**config.mk**
```make
export PLATFORM = sky130hd
export DESIGN_NAME = rgd_decoder
export DESIGN_NICKNAME = d
export VERILOG_FILES = /design/src/core/rgd_pkg.sv /design/src/core/rgd_decoder.sv /design/src/core/rgd_sync.sv
export SDC_FILE = /design/constraint.sdc
export NUM_CORES = 1
export LEC_CHECK = 0
export ABC_AREA = 1
export BUFFER_PORTS_ARGS = -buffer_cell sky130_fd_sc_hd__buf_2
export CORE_MARGIN = 4
export CORE_UTILIZATION = 50
export CTS_CLUSTER_DIAMETER = 40
export DETAILED_ROUTE_END_ITERATION = 7
export PLACE_DENSITY = 0.75
export SLEW_MARGIN = 20
export SYNTH_ARGS = -nofsm -noshare
export SYNTH_HDL_FRONTEND = slang
export SYNTH_HIERARCHICAL = 1
export SYNTH_SLANG_ARGS = --single-unit
```
**constraint.sdc**
```tcl
create_clock -name clk -period 2.2 [get_ports clk]
set_input_delay 0.33 -clock clk [delete_from_list [all_inputs] [get_ports clk]]
set_output_delay 0.33 -clock clk [all_outputs]
set_load 0.01 [all_outputs]
```
**src/core/rgd_pkg.sv**
```systemverilog
package rgd_pkg;

   // Timing
   localparam int CLK_PERIOD_NS = 10;
   localparam int SLOW_DELAY_NS = 15;
   // Least delay, so round up to whole cycles
   localparam int SLOW_DELAY_CYC = (SLOW_DELAY_NS + CLK_PERIOD_NS - 1) / CLK_PERIOD_NS;

   // Last serial clock cycle of each command byte and of the DAC word, counted from zero
   localparam logic [4:0] CMD_LAST_BIT = 5'h07;
   localparam logic [4:0] DAC_LAST_BIT = 5'h0F;

   // Synchroniser lanes: cs_n, sclk, din, four pins
   localparam int SYNC_W = 7;
   localparam int PIN_W = 4;

   // Command decode
   localparam logic [7:0] CMD_NOP = 8'h00;
   localparam logic [4:0] CMD_RESET_SEL = 5'h01;
   localparam logic [5:0] CMD_GPIO_SEL = 6'h00;
   localparam logic [3:0] CMD_DAC_SEL = 4'h1;
   localparam logic [7:0] CMD_GPIO_CFG = 8'h03;
   localparam logic [7:0] CMD_GPIO_WR = 8'h02;
   localparam logic [7:0] CMD_GPIO_RD = 8'h01;

   // Reset control fields
   localparam int RST_FULL_BIT = 2;
   localparam int RST_SLOW_BIT = 1;
   localparam int RST_FBG_BIT = 0;
   localparam logic [7:0] RESET_CTRL_RESET = 8'h00;

   // Setup register power-on image: clock_mode_hi and reference_mode_hi set
   localparam int SETUP_CLOCK_MODE_HI_BIT = 5;
   localparam int SETUP_REFERENCE_MODE_HI_BIT = 3;
   localparam logic [7:0] SETUP_RESET = 8'h28;
   localparam logic [7:0] ADC_REG_RESET = 8'h00;

   // Clock modes that carry a wake-up delay
   localparam logic [1:0] CKMODE_01 = 2'b01;
   localparam logic [1:0] CKMODE_11 = 2'b11;

   // GPIO data byte: pins in the top nibble, C1 C0 A1 A0
   localparam int GPIO_FIELD_HI = 7;
   localparam int GPIO_FIELD_LO = 4;
   localparam logic [3:0] GPIO_CFG_RESET = 4'h0;
   localparam logic [3:0] GPIO_WR_RESET = 4'hF;
   localparam logic [3:0] GPIO_RD_PAD = 4'h0;

   // DAC word layout
   localparam int DAC_CTRL_HI = 15;
   localparam int DAC_CTRL_LO = 12;
   localparam int DAC_FIRST_DATA_BIT = 11;
   localparam logic [3:0] DAC_CTRL_CLEAR = 4'h1;
   localparam logic [15:0] DAC_WORD_RESET = 16'h0000;

   typedef enum logic [4:0] {
      ST_CMD = 5'b00001,
      ST_CFG = 5'b00010,
      ST_WR = 5'b00100,
      ST_RD = 5'b01000,
      ST_DAC = 5'b10000
   } rgd_state_t;

endpackage : rgd_pkg

```
**src/core/rgd_decoder.sv**
```systemverilog
`timescale 1ns/1ps
module rgd_decoder
   import rgd_pkg::*;
(
   input wire logic clk,
   input wire logic nrst,
   input wire logic cs_n,
   input wire logic sclk,
   input wire logic din,
   output logic dout,
   input wire logic [PIN_W-1:0] gpio_in,
   output logic [PIN_W-1:0] gpio_out,
   output logic [PIN_W-1:0] gpio_oe,
   input wire logic [1:0] clock_mode,
   output logic fifo_clear,
   output logic regs_default,
   output logic [7:0] setup_init,
   output logic [7:0] adc_reg_init,
   output logic slow_mode,
   output logic force_bias_on,
   output logic skip_wakeup,
   output logic [15:0] dac_word,
   output logic dac_word_valid,
   output logic dac_all_clear,
   output logic dac_all_fill
);

   // Pin inputs all cross into clk through two flops
   logic [SYNC_W-1:0] sync_q;

   rgd_sync u_sync (
      .clk(clk),
      .nrst(nrst),
      .async_in({~cs_n, sclk, din, gpio_in}),
      .sync_out(sync_q)
   );

   // Chip select crosses inverted so the cleared synchroniser reads idle, no false rise
   wire cs_n_s = ~sync_q[SYNC_W-1];
   wire sclk_s = sync_q[SYNC_W-2];
   wire din_s = sync_q[SYNC_W-3];
   wire [PIN_W-1:0] pins_s = sync_q[PIN_W-1:0];

   logic sclk_prev;
   logic cs_prev;

   always_ff @(posedge clk or negedge nrst) begin
      if (!nrst) begin
         sclk_prev <= 1'b0;
         cs_prev <= 1'b1;
      end else begin
         sclk_prev <= sclk_s;
         cs_prev <= cs_n_s;
      end
   end

   // Edges only count inside a frame
   wire sclk_fall = sclk_prev & ~sclk_s & ~cs_n_s;
   wire sclk_rise = ~sclk_prev & sclk_s & ~cs_n_s;
   wire cs_rise = ~cs_prev & cs_n_s;

   rgd_state_t state;
   rgd_state_t next_state;
   logic [4:0] bit_cnt;
   logic [4:0] next_bit_cnt;
   logic [15:0] shreg;

   wire [15:0] next_shreg = {shreg[14:0], din_s};
   wire [7:0] cmd = next_shreg[7:0];

   // Command decode
   wire is_nop = (cmd == CMD_NOP);
   wire is_reset = (cmd[7:3] == CMD_RESET_SEL);
   wire is_gpio = (cmd[7:2] == CMD_GPIO_SEL);
   wire is_gpio_cfg = is_gpio && (cmd == CMD_GPIO_CFG);
   wire is_gpio_wr = is_gpio && (cmd == CMD_GPIO_WR);
   wire is_gpio_rd = is_gpio && (cmd == CMD_GPIO_RD);
   wire is_dac = (cmd[7:4] == CMD_DAC_SEL);

   wire in_byte_state = (state != ST_DAC);
   wire byte_done = sclk_fall && in_byte_state && (bit_cnt == CMD_LAST_BIT);
   wire dac_done = sclk_fall && (state == ST_DAC) && (bit_cnt == DAC_LAST_BIT);
   wire cmd_done = byte_done && (state == ST_CMD);

   // Reset-control write fields
   wire rst_full = cmd[RST_FULL_BIT];
   wire rst_slow = cmd[RST_SLOW_BIT];
   wire rst_fbg = cmd[RST_FBG_BIT];
   wire reset_write = cmd_done && is_reset;

   // DAC word fields
   wire [3:0] dac_ctrl = next_shreg[DAC_CTRL_HI:DAC_CTRL_LO];
   wire dac_fill_sel = next_shreg[DAC_FIRST_DATA_BIT];
   wire dac_clear_cmd = dac_done && (dac_ctrl == DAC_CTRL_CLEAR);

   always_comb begin
      next_state = state;
      unique case (state)
         ST_CMD: begin
            if (cmd_done) begin
               if (is_gpio_cfg) begin
                  next_state = ST_CFG;
               end else if (is_gpio_wr) begin
                  next_state = ST_WR;
               end else if (is_gpio_rd) begin
                  next_state = ST_RD;
               end else if (is_dac) begin
                  next_state = ST_DAC;
               end else begin
                  // Nop and one-byte foreign commands stay here
                  next_state = ST_CMD;
               end
            end
         end
         ST_CFG, ST_WR, ST_RD: begin
            if (byte_done) begin
               next_state = ST_CMD;
            end
         end
         ST_DAC: begin
            if (dac_done) begin
               next_state = ST_CMD;
            end
         end
         default: next_state = ST_CMD;
      endcase
      // Chip select high aborts any partial transfer
      if (cs_n_s) begin
         next_state = ST_CMD;
      end
   end

   always_comb begin
      next_bit_cnt = bit_cnt;
      if (cs_n_s) begin
         next_bit_cnt = 5'h00;
      end else if (byte_done || dac_done) begin
         next_bit_cnt = 5'h00;
      end else if (sclk_fall) begin
         next_bit_cnt = bit_cnt + 5'h01;
      end
   end

   always_ff @(posedge clk or negedge nrst) begin
      if (!nrst) begin
         state <= ST_CMD;
         bit_cnt <= 5'h00;
      end else begin
         state <= next_state;
         bit_cnt <= next_bit_cnt;
      end
   end

   always_ff @(posedge clk or negedge nrst) begin
      if (!nrst) begin
         shreg <= 16'h0000;
      end else if (sclk_fall) begin
         shreg <= next_shreg;
      end
   end

   // Reset control register
   always_ff @(posedge clk or negedge nrst) begin
      if (!nrst) begin
         slow_mode <= RESET_CTRL_RESET[RST_SLOW_BIT];
         force_bias_on <= RESET_CTRL_RESET[RST_FBG_BIT];
      end else if (reset_write) begin
         slow_mode <= rst_slow;
         force_bias_on <= rst_fbg;
      end
   end

   // Every reset write empties the FIFO; power-on state implies empty too
   always_ff @(posedge clk or negedge nrst) begin
      if (!nrst) begin
         fifo_clear <= 1'b0;
         regs_default <= 1'b0;
      end else begin
         fifo_clear <= reset_write && (!rst_full || rst_full || rst_slow || rst_fbg);
         regs_default <= reset_write && rst_full;
      end
   end

   // Power-on images the ADC register bank loads on regs_default
   always_ff @(posedge clk or negedge nrst) begin
      if (!nrst) begin
         setup_init <= SETUP_RESET;
         adc_reg_init <= ADC_REG_RESET;
      end else if (regs_default) begin
         setup_init <= SETUP_RESET;
         adc_reg_init <= ADC_REG_RESET;
      end
   end

   // Bias stays up, so the wake-up wait is pointless
   wire wake_mode = (clock_mode == CKMODE_01) || (clock_mode == CKMODE_11);

   always_ff @(posedge clk or negedge nrst) begin
      if (!nrst) begin
         skip_wakeup <= 1'b0;
      end else begin
         skip_wakeup <= force_bias_on && wake_mode;
      end
   end

   // GPIO staging; reset writes never touch these
   logic [PIN_W-1:0] cfg_stage;
   logic [PIN_W-1:0] wr_stage;
   logic cfg_pend;
   logic wr_pend;
   logic [PIN_W-1:0] gpio_cfg;
   logic [PIN_W-1:0] gpio_wr;

   wire [PIN_W-1:0] gpio_field = next_shreg[GPIO_FIELD_HI:GPIO_FIELD_LO];
   wire cfg_load = byte_done && (state == ST_CFG);
   wire wr_load = byte_done && (state == ST_WR);

   always_ff @(posedge clk or negedge nrst) begin
      if (!nrst) begin
         cfg_stage <= GPIO_CFG_RESET;
         cfg_pend <= 1'b0;
      end else if (cfg_load) begin
         cfg_stage <= gpio_field;
         cfg_pend <= 1'b1;
      end else if (cs_rise) begin
         cfg_pend <= 1'b0;
      end
   end

   always_ff @(posedge clk or negedge nrst) begin
      if (!nrst) begin
         wr_stage <= GPIO_WR_RESET;
         wr_pend <= 1'b0;
      end else if (wr_load) begin
         wr_stage <= gpio_field;
         wr_pend <= 1'b1;
      end else if (cs_rise) begin
         wr_pend <= 1'b0;
      end
   end

   // Pins change only once the frame closes
   always_ff @(posedge clk or negedge nrst) begin
      if (!nrst) begin
         gpio_cfg <= GPIO_CFG_RESET;
         gpio_wr <= GPIO_WR_RESET;
      end else if (cs_rise) begin
         if (cfg_pend) begin
            gpio_cfg <= cfg_stage;
         end
         if (wr_pend) begin
            gpio_wr <= wr_stage;
         end
      end
   end

   // 11 high, 10 low, 01 released, 00 pulled low
   always_ff @(posedge clk or negedge nrst) begin
      if (!nrst) begin
         gpio_out <= 4'h0;
         gpio_oe <= 4'h0;
      end else begin
         gpio_out <= gpio_cfg & gpio_wr;
         gpio_oe <= gpio_cfg | ~gpio_wr;
      end
   end

   // GPIO read: snapshot at command end, pins in the last four slots
   logic [7:0] rd_sh;
   logic dout_raw;

   always_ff @(posedge clk or negedge nrst) begin
      if (!nrst) begin
         rd_sh <= 8'h00;
      end else if (cmd_done && is_gpio_rd) begin
         rd_sh <= {GPIO_RD_PAD, pins_s};
      end else if (sclk_rise && (state == ST_RD)) begin
         rd_sh <= {rd_sh[6:0], 1'b0};
      end
   end

   // Output moves on rising edges so the host can take it on falling ones
   always_ff @(posedge clk or negedge nrst) begin
      if (!nrst) begin
         dout_raw <= 1'b0;
      end else if (cs_n_s) begin
         dout_raw <= 1'b0;
      end else if (sclk_rise) begin
         dout_raw <= (state == ST_RD) ? rd_sh[7] : 1'b0;
      end
   end

   // Slow path adds whole cycles of delay; costs latency, gains hold
   logic [SLOW_DELAY_CYC-1:0] dout_dly;

   always_ff @(posedge clk or negedge nrst) begin
      if (!nrst) begin
         dout_dly <= '0;
         dout <= 1'b0;
      end else begin
         dout_dly <= {dout_dly[SLOW_DELAY_CYC-2:0], dout_raw};
         dout <= slow_mode ? dout_dly[SLOW_DELAY_CYC-1] : dout_raw;
      end
   end

   // DAC word hand-off; a short frame never reaches dac_done
   always_ff @(posedge clk or negedge nrst) begin
      if (!nrst) begin
         dac_word <= DAC_WORD_RESET;
      end else if (dac_done) begin
         dac_word <= next_shreg;
      end
   end

   always_ff @(posedge clk or negedge nrst) begin
      if (!nrst) begin
         dac_word_valid <= 1'b0;
         dac_all_clear <= 1'b0;
         dac_all_fill <= 1'b0;
      end else begin
         dac_word_valid <= dac_done;
         dac_all_clear <= dac_clear_cmd && !dac_fill_sel;
         dac_all_fill <= dac_clear_cmd && dac_fill_sel;
      end
   end

endmodule : rgd_decoder

```
**src/core/rgd_sync.sv**
```systemverilog
`timescale 1ns/1ps
module rgd_sync
   import rgd_pkg::*;
(
   input wire logic clk,
   input wire logic nrst,
   input wire logic [SYNC_W-1:0] async_in,
   output logic [SYNC_W-1:0] sync_out
);

   logic [SYNC_W-1:0] meta;

   // First stage feeds only the second
   always_ff @(posedge clk or negedge nrst) begin
      if (!nrst) begin
         meta <= '0;
         sync_out <= '0;
      end else begin
         meta <= async_in;
         sync_out <= meta;
      end
   end

endmodule : rgd_sync

```
Word-level counts from Yosys, hierarchy flattened
Cells that the tools add are included.
{ "totals": {"ff_bits": 103, "latch_bits": 0, "ram_bits": 0, "rom_bits": 0, "input_bits": 11, "output_inout_bits": 49, "word_cells": 113, "mem_count": 0} }
{ "classes": {"addsub": 1, "n_mul": 0, "n_div": 0, "n_lt_le_gt_ge": 0, "n_eq_ne": 21, "n_shift": 0, "muxes": 21, "bitwise": 13, "reduce_logical": 29} }
{ "op_table": {"columns": ["cell", "n"], "rows": [
  ["$mux W5", 11],
  ["$logic_and A1 B1 Y1", 18],
  ["$eq A8 B2 Y1 const B", 2],
  ["$mux W8", 2],
  ["$pmux W5 S3", 1],
  ["$ne A3 B3 Y1 const B", 4],
  ["$eq A5 B1 Y1 const B", 2],
  ["$eq A5 B3 Y1 const B", 2],
  ["$eq A5 B4 Y1 const B", 2],
  ["$eq A4 B1 Y1 const B", 2],
  ["$eq A8 B1 Y1 const B", 1],
  ["$mux W1", 7],
  ["$logic_not A6 Y1", 1],
  ["$reduce_bool A2 Y1", 3],
  ["$add A5 B1 Y5 const B", 1],
  ["$and A1 B1 Y1", 5],
  ["$eq A5 B2 Y1 const B", 1],
  ["$eq A5 B5 Y1 const B", 1],
  ["$ne A5 B5 Y1 const B", 1],
  ["$not A1 Y1", 5],
  ["$and A4 B4 Y4", 1],
  ["$not A4 Y4", 1],
  ["$or A4 B4 Y4", 1],
  ["$reduce_and A2 Y1", 2],
  ["other kinds (7)", 8]
]} }

Longest topological paths before layout
{ "logic_depth": {"ltp_word": 9, "mapped_depth": 12, "depth_no_buf": 11} }

Hierarchy
Netlist, hierarchy kept.
{ "modules_own_cells": {"columns": ["mod", "n_inst", "cells_each", "area_per_inst_um2", "seq_area_each_um2"], "rows": [
  ["rgd_decoder", 1, 400, 3794.9, 2239.6],
  ["rgd_sync", 1, 14, 350.3, 350.3]
]} }

Worst setup path before layout
No wires, ideal clock.
{ "synth_timing": {"kind": "register -> register", "startpoint": "register bit_cnt[0]", "endpoint": "register dac_word[10]", "setup_time_ns": 0.120, "arrival_ns": 1.492, "required_ns": 2.080, "setup_slack_ns": 0.589, "path_stages_with_launch": 12, "path_buffers": 1, "period_less_slack_ns": 1.611, "cell_sequence": "dfrtp_1 ha_1 nand2_2 nor2_1 ha_1 inv_1 nor2_1 nand2_1 inv_1 buf_2 o21ai_0 inv_1"} }
{ "synth_between": {"elab_chain_len": 2} }
{ "synth_lines": {"columns": ["item", "line_no", "source"], "rows": [
  ["start, declared", "rgd_decoder.sv:64", "logic [4:0] bit_cnt;"],
  ["start signal, assigned", "rgd_decoder.sv:150", "bit_cnt <= next_bit_cnt;"],
  ["$eq A5 B4 Y1", "rgd_decoder.sv:82", "wire dac_done = sclk_fall && (state == ST_DAC) && (bit_cnt == DAC_LAST_BIT);"],
  ["$logic_and A1 B1 Y1", "rgd_decoder.sv:82", null],
  ["named net dac_done", "rgd_decoder.sv:82", null],
  ["end signal, assigned", "rgd_decoder.sv:311", "dac_word <= next_shreg;"],
  ["end, declared", "rgd_decoder.sv:22", "output logic [15:0] dac_word,"]
]} }
The timed path passes the listed nets, and every way through them passes these cells.
A chain may end at the register's enable or synchronous reset.

Worst setup path in the final report
{ "layout_timing": {"startpoint": "register bit_cnt[0]", "endpoint": "register dac_word[12]"} }
{ "layout_between": {"elab_chain_len": 2} }
{ "layout_lines": {"columns": ["item", "line_no"], "rows": [
  ["$eq A5 B4 Y1", "rgd_decoder.sv:82"],
  ["$logic_and A1 B1 Y1", "rgd_decoder.sv:82"]
]} }
No other way between the ends.

==> flow_summary_export.csv <==
group,metric,value,unit
outcome,outcome,"complete, no violations",
timing,setup_violations,0,
synth,syn_avg_cell_area,10.01,sq um
global_route,gr-total-overflow,0,
synth,synthFlopType,"dfrtp_1",
global_route,grt_start_max_net_pins,57,
critical_path,crit_start,"bit_cnt[0]",
final_layout,layout.nets,475,
synth,synth_compound_area_share,7.003,%
pwr,p_leak,2.460,nW
final_layout,finalNonFillerCells,569,
clocking,cts_root_buf,"clkbuf_8",
clocking,ctsHtreeMaxLevel,3,
global_route,grt_pass1_wl,12.19,mm
critical_path,regToRegSetupSlack,0.44,ns
critical_path,cp-start-kind,"flip-flop",
drt,routed_wl,6.946,mm
synth,ys_types,35,
final_layout,drive_above_1_share,20.13,%
critical_path,worstPathMaxFanout,20,
hold_path,hold_depth,1,
clocking,path_clk_slew,0.10,ns
clocking,ctsResizeCount,0,
clocking,worst_skew_pair.late_latency,0.36,ns
die,start_util,52.55,%
critical_path,cp_data_arrival_time,2.03,ns
synth,synth_top_family_by_area,"simple AND/OR/NAND/NOR gates",
timing,fin_crit,1.761,ns
timing,fin_crit_sh,80.06,%
die,die_area,0.009811,sq mm
critical_path,endpoint_kind,"flip-flop",
drt,vias,2767,
synth,syn_area,0.004145,sq mm
synth,post_synth_fa_ha_maj_area_fraction,0.6037,%
pwr,pwr_density_cell,786.0,mW/mm^2
timing,grt_setup_unrepaired,"no",
final_layout,syn2layout_area_growth,11.98,%
timing,drv_slew,0,
pwr,vdd_drop_max,0.0004717,V
final_layout,diodes,0,
timing,setup_tns,0,ns
critical_path,reg2reg_to,"dac_word[12]",
place,place_congestion,0.8425,
synth,synth_sequential_area_ratio,62.48,%
die,io_pins,60,
final_layout,final_util,58.85,%
synth,synth_edf_count,0,
timing,finalHoldViolCount,0,
place,place_inst,552,
synth,synthCells,414,
critical_path,path_class,"flip-flop to flip-flop",
place,hpwl,4.879,mm
critical_path,endpoint,"dac_word[12]",
die,die_w,99.05,um
critical_path,r2r_start,"bit_cnt[0]",
flow_run,maxCapViolCount,0,
die,core,0.007888,sq mm
drt,drc,0,
drt,drt_first_pass_iters,4,
synth,yosys_warnings,6,
place,io_buffers,42,
hold_path,hold_class,"primary input to flip-flop",
synth,async_reset_ff_share,100.0,%
global_route,antenna_found_initial,0,
drt,routedWlPerCell,12.21,um
global_route,grt_usage,15.56,%
synth,synth_seq_cells,103,
drt,viasPerCell,4.863,
synth,synth_xor_xnor_area_share,0.4226,%
global_route,grt_pass1_vias,2717,
critical_path,cp.required,2.46,ns
clocking,clockBufferDepth,2,
synth,yosys-mux-area-fraction,1.841,%
clocking,cts_tree,"yes",
drt,first_iter_violations,141,
die,die_h,99.05,um
critical_path,reg2regPathDepth,10,
synth,yosys.area_share.simple,18.53,%
clocking,cts.sinks,103,
timing,finClkSkew,0.01362,ns
timing,fmax,0.5678,GHz
die,std_cell_rows,32,
final_layout,nFillCells,679,
drt,ant_nets,0,
clocking,numCtsBuffers,9,
critical path, cell delays in order (launching register included):
cell and delay [ns]:
dfrtp_1 0.42, ha_1 0.25, nand2_2 0.10, nor2_1 0.05, ha_1 0.16, inv_1 0.06
nor2_1 0.04, nand2_1 0.10, buf_4 0.24, mux2i_1 0.21, inv_1 0.05
through the flow:
step / setup slack [ns] / power, mW / hold slack, ns / instance area [sq um]
after global placement: 0.4791 / 2.440 / 0.2516 / 4417
after CTS: 0.4191 / 3.689 / 0.05888 / 4642
after detailed placement: 0.4297 / 2.458 / 0.2577 / 4417
final: 0.4387 / 3.649 / 0.07826 / 4642
after global routing: 0.2503 / 3.831 / 0.05495 / 4642
after floorplan: 0.5887 / 2.352 / 0.03441 / 4198
Yosys cell counts (4+ instances only):
cell type	number	area share [%]
nand2_1	100	9.1
dfrtp_1	93	56
a21oi_1	6	0.72
nor2_1	23	2.1
buf_4	18	3.3
clkbuf_1	4	0.36
nand3_1	17	2.1
mux2_2	5	1.4
inv_1	52	4.7
nand3b_1	4	0.72
o21ai_0	45	5.4
dfstp_2	10	6.3
registers in the layout, indices dropped and copies added, names as in the netlist, 2 cells and up:
signal	flops
dac_word	16
shreg	15
rd_sh	8
u_sync/meta	7
u_sync/sync_out	7
bit_cnt	5
state	5
cfg_stage	4
gpio_cfg	4
gpio_oe	4
gpio_out	4
gpio_wr	4
wr_stage	4
dout_dly	2
repair_timing:
action,CTS,global route
endpoints found under the hold margin,24,0
hold buffers,1,0
setup buffers,0,0
where the power goes:
group | leakage [nW] | switching (mW) | internal (mW)
Sequential | 1.34 | 0.0554 | 1.97
Combinational | 1.01 | 0.293 | 0.114
Clock | 0.106 | 0.622 | 0.596
area by class of cell:
class | instances | area [sq um] | share of cell area (%)
multi-input cells | 247 | 1237 | 26.66
clock inverters | 5 | 63.81 | 1.375
flip-flops and latches | 103 | 2590 | 55.80
repair buffers | 48 | 272.8 | 5.876
inverters | 53 | 198.9 | 4.286
clock buffers | 11 | 151.4 | 3.261
well taps | 102 | 127.6 | 2.749
metal layers:
metal	global-route usage (%)	wire [um]
met1	20.11	3108
met3	4.459	408
met5	0	0
met4	5.987	157
met2	24.95	3272
placed cells by master, fill, tap and decap left out, types with 2 or more instances in the layout:
master	count
a21oi_1	6
buf_2	41
buf_4	5
clkbuf_8	11
clkinv_4	2
conb_1	16
dfrtp_1	93
dfstp_2	10
ha_1	2
inv_1	52
mux2_2	5
mux2i_1	2
nand2_1	100
nand2_2	2
nand2_4	2
nand3_1	17
nand3_2	2
nand3b_1	4
nand4_1	3
nor2_1	23
nor2_2	2
nor3_4	2
o21ai_0	45
o21ai_1	3
o22ai_1	2
cells by family (layout without fill, tap and decap cells):
logic type | count (synthesis) | in the layout
other cells | 2 | 16
xor+xnor | 2 | 2
compound gates | 57 | 57
buf+inv | 78 | 117
fa+ha+maj | 2 | 2
mux | 7 | 7
flops | 103 | 103
simple gates | 163 | 163
worst min-delay path by stage:
stage               start        endpoint
2_1_floorplan        nrst      bit_cnt[0]
3_3_place_gp         nrst     gpio_out[2]
3_5_place_dp         nrst     gpio_out[2]
4_1_cts        gpio_in[0]  u_sync/meta[0]
5_1_grt              sclk  u_sync/meta[5]
6_report       gpio_in[0]  u_sync/meta[0]
(Power assumes the default switching activity.)
